**config.mk**
```make
export PLATFORM = sky130hd
export DESIGN_NAME = ccd_clock_divider
export DESIGN_NICKNAME = d
export VERILOG_FILES = /design/src/core/ccd_pkg.sv /design/src/core/ccd_clock_divider.sv /design/src/core/ccd_frac_div.sv
export SDC_FILE = /design/constraint.sdc
export NUM_CORES = 1
export LEC_CHECK = 0
export ABC_AREA = 0
export BUFFER_PORTS_ARGS = -buffer_cell sky130_fd_sc_hd__buf_2
export CORE_UTILIZATION = 38
export CTS_CLUSTER_DIAMETER = 200
export DETAILED_ROUTE_END_ITERATION = 10
export GPL_TIMING_DRIVEN = 0
export PLACE_DENSITY = 0.64
export SYNTH_ARGS = -nofsm -noshare
export SYNTH_HDL_FRONTEND = slang
export SYNTH_SLANG_ARGS = --single-unit
export TNS_END_PERCENT = 50
```
**constraint.sdc**
```tcl
create_clock -name clock -period 2.2 [get_ports clock]
set_input_delay 0.33 -clock clock [delete_from_list [all_inputs] [get_ports clock]]
set_output_delay 0.33 -clock clock [all_outputs]
set_load 0.005 [all_outputs]
```
**src/core/ccd_pkg.sv**
```systemverilog
// How it works
// - each bit clock internal or external
// - only delta modulation runs unbuffered serial
// - filter clock = master / prescaler / divider
// - bit prescaler and two fractional divider fields
package ccd_pkg;

  // ==========================================================
  // register map
  localparam logic [7:0] CCD_CTRL_ADDR = 8'h72;
  localparam logic [15:0] CCD_CTRL_RESET = 16'h0000;
  localparam logic [15:0] CCD_CTRL_MASK = 16'h1fff;
  localparam logic [15:0] CCD_RD_UNMAPPED = 16'h0000;

  // ==========================================================
  // field positions (low bit of each field)
  localparam int CCD_FILT_PRE_LSB = 11;
  localparam int CCD_FILT_DIV_LSB = 8;
  localparam int CCD_BIT_PRE_LSB = 6;
  localparam int CCD_TX_DIV_LSB = 3;
  localparam int CCD_RX_DIV_LSB = 0;

  // ==========================================================
  // divider arithmetic: divisors held in fractions of one
  localparam logic [3:0] CCD_FILT_STEP = 4'h4;   // quarters
  localparam logic [3:0] CCD_BIT_STEP = 4'h8;    // eighths
  localparam logic [5:0] CCD_BIT_FIXED_LAST = 6'h3f;  // fixed divide by 64

  typedef logic [7:0] ccd_num_type;

  // filter divisor in quarters; code 000 stops the filter clock
  function automatic ccd_num_type ccd_filt_num(input logic [2:0] code);
    unique case (code)
      3'h0: ccd_filt_num = 8'h00;
      3'h1: ccd_filt_num = 8'h20;  // 8
      3'h2: ccd_filt_num = 8'h3e;  // 15.5
      3'h3: ccd_filt_num = 8'h3f;  // 15.75
      3'h4: ccd_filt_num = 8'h40;  // 16
      3'h5: ccd_filt_num = 8'h58;  // 22
      3'h6: ccd_filt_num = 8'h7d;  // 31.25
      3'h7: ccd_filt_num = 8'hbf;  // 47.75
    endcase
  endfunction : ccd_filt_num

  // bit divisor in eighths
  function automatic ccd_num_type ccd_bit_num(input logic [2:0] code);
    unique case (code)
      3'h0: ccd_bit_num = 8'h08;  // 1
      3'h1: ccd_bit_num = 8'h10;  // 2
      3'h2: ccd_bit_num = 8'h12;  // 2.25
      3'h3: ccd_bit_num = 8'h15;  // 2.625
      3'h4: ccd_bit_num = 8'h18;  // 3
      3'h5: ccd_bit_num = 8'h19;  // 3.125
      3'h6: ccd_bit_num = 8'h1b;  // 3.375
      3'h7: ccd_bit_num = 8'h1c;  // 3.5
    endcase
  endfunction : ccd_bit_num

endpackage : ccd_pkg

```
**src/core/ccd_clock_divider.sv**
```systemverilog
`timescale 1ns/100ps
// ==========================================================
// codec clock generator: filter clock and transmit/receive bit clocks
module ccd_clock_divider
  import ccd_pkg::*;
(
  // clock and reset (clock is the master clock)
  input wire logic clock,
  input wire logic rst,
  // register port
  input wire logic [7:0] reg_addr,
  input wire logic reg_wr,
  input wire logic [15:0] reg_wdata,
  input wire logic reg_rd,
  output logic [15:0] reg_rdata,
  // coding mode from the codec
  input wire logic pcm_mode,
  input wire logic unbuffered_req,
  // bit clock source selection and external bit clock pins
  input wire logic tx_clk_external,
  input wire logic rx_clk_external,
  input wire logic tx_clk_pin,
  input wire logic rx_clk_pin,
  // generated enables
  output logic audio_filter_clock_en,
  output logic tx_bit_en,
  output logic rx_bit_en,
  output logic burst_select
);

  logic [15:0] ctrl_ff;
  logic [15:0] reg_rdata_ff;
  logic ctrl_wr;
  logic [1:0] filt_pre_cnt_ff;
  logic [1:0] bit_pre_cnt_ff;
  logic filt_pre_en;
  logic bit_pre_en;
  logic [2:0] filt_code;
  logic [1:0] filt_pre;
  logic [1:0] bit_pre;
  logic burst_ff;
  logic tx_bit_en_ff;
  logic rx_bit_en_ff;
  logic [1:0] int_en;
  logic [1:0] ext_edge;
  logic [1:0] use_ext;
  logic [1:0] pin_in;
  logic [2:0] ch_code [2];

  assign ctrl_wr = reg_wr && reg_addr == CCD_CTRL_ADDR;
  assign filt_code = ctrl_ff[CCD_FILT_DIV_LSB +: 3];
  assign filt_pre = ctrl_ff[CCD_FILT_PRE_LSB +: 2];
  assign bit_pre = ctrl_ff[CCD_BIT_PRE_LSB +: 2];
  assign ch_code[0] = ctrl_ff[CCD_TX_DIV_LSB +: 3];
  assign ch_code[1] = ctrl_ff[CCD_RX_DIV_LSB +: 3];
  assign use_ext = {rx_clk_external, tx_clk_external};
  assign pin_in = {rx_clk_pin, tx_clk_pin};

  // ==========================================================
  // divider control register; reserved bits store and read as zero
  always_ff @(posedge clock) begin
    if (rst) begin
      ctrl_ff <= CCD_CTRL_RESET;
    end else if (ctrl_wr) begin
      ctrl_ff <= reg_wdata & CCD_CTRL_MASK;
    end
  end

  // read data is registered; unmapped addresses answer zero
  always_ff @(posedge clock) begin
    if (rst) begin
      reg_rdata_ff <= CCD_RD_UNMAPPED;
    end else if (reg_rd) begin
      reg_rdata_ff <= (reg_addr == CCD_CTRL_ADDR) ? ctrl_ff : CCD_RD_UNMAPPED;
    end
  end
  assign reg_rdata = reg_rdata_ff;

  // ==========================================================
  // filter path prescaler, codes 00..11 divide by 1..4
  always_ff @(posedge clock) begin
    if (rst || ctrl_wr) begin
      filt_pre_cnt_ff <= 2'h0;
    end else if (filt_pre_cnt_ff >= filt_pre) begin
      filt_pre_cnt_ff <= 2'h0;
    end else begin
      filt_pre_cnt_ff <= filt_pre_cnt_ff + 2'h1;
    end
  end
  assign filt_pre_en = !ctrl_wr && filt_pre_cnt_ff >= filt_pre;

  // fractional filter divider; a write restarts it so no runt period leaks out
  ccd_frac_div u_filt_div (
    .clock(clock),
    .rst(rst),
    .restart(ctrl_wr),
    .in_en(filt_pre_en),
    .num(ccd_filt_num(filt_code)),
    .step(CCD_FILT_STEP),
    .out_en_ff(audio_filter_clock_en)
  );

  // ==========================================================
  // bit path prescaler shared by both bit clocks
  // a small prescaler output rate saves power, so software should favour it
  always_ff @(posedge clock) begin
    if (rst || ctrl_wr) begin
      bit_pre_cnt_ff <= 2'h0;
    end else if (bit_pre_cnt_ff >= bit_pre) begin
      bit_pre_cnt_ff <= 2'h0;
    end else begin
      bit_pre_cnt_ff <= bit_pre_cnt_ff + 2'h1;
    end
  end
  assign bit_pre_en = !ctrl_wr && bit_pre_cnt_ff >= bit_pre;

  // ==========================================================
  // per channel: fractional divider, fixed /64, and external pin sync
  // channel 0 transmit, channel 1 receive; the two run independently
  generate
    for (genvar ch = 0; ch < 2; ch++) begin : g_chan
      logic frac_en;
      logic [5:0] fix_cnt_ff;
      logic int_en_ff;
      logic [2:0] sync_ff;
      logic level_ff;

      ccd_frac_div u_bit_div (
        .clock(clock),
        .rst(rst),
        .restart(ctrl_wr),
        .in_en(bit_pre_en),
        .num(ccd_bit_num(ch_code[ch])),
        .step(CCD_BIT_STEP),
        .out_en_ff(frac_en)
      );

      // fixed divide by 64 after the fractional stage
      always_ff @(posedge clock) begin
        if (rst || ctrl_wr) begin
          fix_cnt_ff <= 6'h00;
          int_en_ff <= 1'b0;
        end else if (frac_en) begin
          fix_cnt_ff <= fix_cnt_ff + 6'h01;
          int_en_ff <= fix_cnt_ff == CCD_BIT_FIXED_LAST;
        end else begin
          int_en_ff <= 1'b0;
        end
      end
      assign int_en[ch] = int_en_ff;

      // three-stage sync; stage one feeds stage two only
      always_ff @(posedge clock) begin
        if (rst) begin
          sync_ff <= 3'h0;
          level_ff <= 1'b0;
        end else begin
          sync_ff <= {sync_ff[1:0], pin_in[ch]};
          if (sync_ff[2] == sync_ff[1]) begin
            level_ff <= sync_ff[2];
          end
        end
      end
      // rising edge once stages two and three agree
      assign ext_edge[ch] = sync_ff[2] == sync_ff[1] && sync_ff[2] && !level_ff;
    end
  endgenerate

  // ==========================================================
  // pcm always uses the burst interface; only delta modulation goes unbuffered
  always_ff @(posedge clock) begin
    if (rst) begin
      burst_ff <= 1'b1;
    end else begin
      burst_ff <= pcm_mode || !unbuffered_req;
    end
  end
  assign burst_select = burst_ff;

  // bit clock source select; receive source chosen apart from transmit
  // in burst mode the serial bit clocks are held off
  always_ff @(posedge clock) begin
    if (rst) begin
      tx_bit_en_ff <= 1'b0;
      rx_bit_en_ff <= 1'b0;
    end else begin
      tx_bit_en_ff <= !burst_ff && (use_ext[0] ? ext_edge[0] : int_en[0]);
      rx_bit_en_ff <= !burst_ff && (use_ext[1] ? ext_edge[1] : int_en[1]);
    end
  end
  assign tx_bit_en = tx_bit_en_ff;
  assign rx_bit_en = rx_bit_en_ff;
endmodule : ccd_clock_divider

```
**src/core/ccd_frac_div.sv**
```systemverilog
`timescale 1ns/100ps
// ==========================================================
// fractional divider: out rate = in rate * step / num
module ccd_frac_div
  import ccd_pkg::*;
(
  // clock and reset
  input wire logic clock,
  input wire logic rst,
  // control
  input wire logic restart,
  input wire logic in_en,
  input wire logic [7:0] num,
  input wire logic [3:0] step,
  // result
  output logic out_en_ff
);

  logic [7:0] acc_ff;
  logic [8:0] sum;

  assign sum = {1'b0, acc_ff} + {5'h00, step};

  // accumulate; a zero divisor parks the divider with no output
  always_ff @(posedge clock) begin
    if (rst || restart) begin
      acc_ff <= 8'h00;
      out_en_ff <= 1'b0;
    end else if (in_en && num != 8'h00) begin
      if (sum >= {1'b0, num}) begin
        acc_ff <= 8'(sum - {1'b0, num});
        out_en_ff <= 1'b1;
      end else begin
        acc_ff <= sum[7:0];
        out_en_ff <= 1'b0;
      end
    end else begin
      out_en_ff <= 1'b0;
    end
  end
endmodule : ccd_frac_div

```
==> metrics <==
core area 12,670 um2; DRT antenna net count 0; CTS Buf Count 9; cell accounting for the most synthesized area dfxtp_1; Lkg Pwr 2.602 nW; number of max-cap violations 0; insertion delay to the later sink of the worst-skew pair 0.35 ns; worst path required time 2.48 ns; Total GRT Usage 0.1750; top post-synthesis cells by area dfxtp_1 (40%), ha_1 (8.8%), nor2_1 (5.1%); placer congestion estimate 0.8475; dominant synthesized flop cell dfxtp_1; first-pass GRT wire length 18.26 mm; port buffer count 47; Mapped Area 4957 um2; fin crit period 2.170 ns; CTS Buffer Depth 2; largest net degree at the start of global routing 19; outcome finished clean; Die Height 116.2 um; final WL 11.26 mm; Max Clk Rate 0.4607 GHz; H-tree levels 3; peak fanout along the critical path 4; first-pass iteration count of the detailed router 4; Hold Startpoint unbuffered_req; reg-to-reg critical path startpoint u_filt_div.acc_ff[2]; Tot Pwr 0.004563 W; Final Hold Viols 0; die area 13,510 um2; DR WL/cell 13.85 um; Worst Setup SP u_filt_div.acc_ff[2]; Async S/R FF share, synth 0; Worst Max-Slew Pin Slew 0.8674 ns; worst hold path depth 2; gr ovfl total 0; fin nets 708; IO Count 54; crit path capture type register; width of the die 116.2 um; initial drt markers 155; num rows 41; CP arrival 2.45 ns; RSZ-0062 raised after global routing yes; Yosys Warn Count 0; Yosys reg bits 99; placed instance count 782; Mapped Cells 561; fraction of layout cells with a size suffix above 1 0.2449; Rel. slew slack 0.4196; routed vias 4,099; crit path launch type register; Slew Viols, Final 0; CTS tree built; area grow syn2layout 25.32%; Worst VDD drop 0.4234 mV; dpl ws -0.4857 ns; # DRC 0; final setup violation count 0; Filler cells 1,198; worst reg2reg path depth 8; Initial Util 0.3912; top-count cell post-synth dfxtp_1; sequential cell area 2007 um2; CP Class register to register; vias in the first global route 3,841; top cell type's share of synthesized area 0.3998; initial antenna violation count 0; diode count 0; placed cell area 5453 um2; pwr/cell area 734.4 nW/um2; fin crit share 0.9866; Worst-path clk slew 0.07 ns; Post-synth EDFFs 0; Clock Sink Count 99; Final HPWL DP 7.956 mm; area of the multi-input gates 3074 um2; via density per instance 5.042; sequential share of the synthesized area 0.3998; Root Buffer Master clkbuf_16; final setup margin 0.02958 ns; Unique masters post-synth 59; Hold Crit Class input pin to register; Synth top cells by count dfxtp_1 (99), nor2_1 (68), a21oi_1 (45); syn_area_per_cell 8.836 um2; worst setup skew after layout 0.007224 ns; Design Area, Final 6212 um2; Cell Count, Final, Fillers Out 813
==> flip-flops by register name, indices dropped and copies added (netlist names), 6 cells and up <==
signal,cells
g_chan.u_bit_div.acc_ff,16
g_chan.sync_ff,6
reg_rdata,13
u_filt_div.acc_ff,8
u_filt_div.num,7
g_chan.u_bit_div.num,10
g_chan.fix_cnt_ff,12
ctrl_ff,13
==> cells in the final DEF, fill, tap and decap left out, types with 14 or more instances in the layout <==
cell,count
a21oi_1,39
buf_2,49
buf_4,19
dfxtp_1,89
ha_1,25
inv_1,35
mux2i_1,23
nand2_1,28
nor2_1,67
nor2b_1,23
xnor2_1,14
==> through the flow <==
step	TNS, ns	hold slack (ns)	util
6_report	0	0.1330	0.4903
5_1_grt	-0.1068	0.1492	0.4903
4_1_cts	-0.09111	0.1216	0.4650
3_5_place_dp	-9.651	0.4204	0.4303
3_3_place_gp	-8.162	0.4172	0.4303
2_1_floorplan	0	0.3919	-
==> cell families after synthesis <==
logic type / synth area share
flip-flops: 0.3998
adder cells (fa/ha/maj): 0.1005
buffers and inverters: 0.04997
XOR/XNOR: 0.04770
multiplexers: 0.05755
AND/OR/NAND/NOR: 0.1941
AO/OA/AOI/OAI: 0.1497
other: 0.0007565
==> critical path, stage by stage (launching register included) <==
cell and delay [ns]:
dfxtp_4 0.35, ha_4 0.17, xor2_1 0.14, ha_1 0.36
a21oi_2 0.25, o21ai_2 0.11, a31oi_1 0.23, mux2_4 0.33
a211oi_2 0.16
==> where the power goes <==
group          internal [W]  switching [W]  leakage [nW]
clock              0.000904       0.000743         0.149
sequential          0.00188      0.0000998         0.808
combinational      0.000461       0.000478          1.65
total               0.00324        0.00132          2.60
==> final timing paths <==
check | endpoint | slack (ns)
max | u_filt_div.acc_ff[7] | 0.03
min | burst_select | 0.13
max reg2reg | u_filt_div.acc_ff[7] | 0.03
min reg2reg | bit_pre_cnt_ff[0] | 0.43
==> cell type report <==
| class | count | share of cell area |
|---|---|---|
| clock buffers | 9 | 0.03625 |
| repair buffers | 63 | 0.05720 |
| clock inverters | 7 | 0.01349 |
| flip-flops and latches | 99 | 0.3231 |
| plain buffers | 24 | 0.01934 |
| well taps | 172 | 0.03464 |
| inverters | 35 | 0.02115 |
| multi-input cells | 404 | 0.4949 |
==> layer usage <==
| metal | vias up | GRT usage | routed length (um) |
|---|---|---|---|
| met2 | 56 | 0.2917 | 5440 |
| li1 | 2087 | - | - |
| met1 | 1940 | 0.2187 | 5280 |
| met5 | - | 0 | 0 |
| met4 | 0 | 0.08462 | 221 |
| met3 | 16 | 0.03166 | 319 |
==> repair_timing <==
| action | in CTS | in global routing |
|---|---|---|
| hold buffers | 0 | 0 |
| buffers inserted | 5 | 11 |
| gates resized for setup | 28 | 49 |
| setup endpoints to repair | 27 | 30 |
| pin swaps | 9 | 14 |
Power figures use the tool's default switching activity.
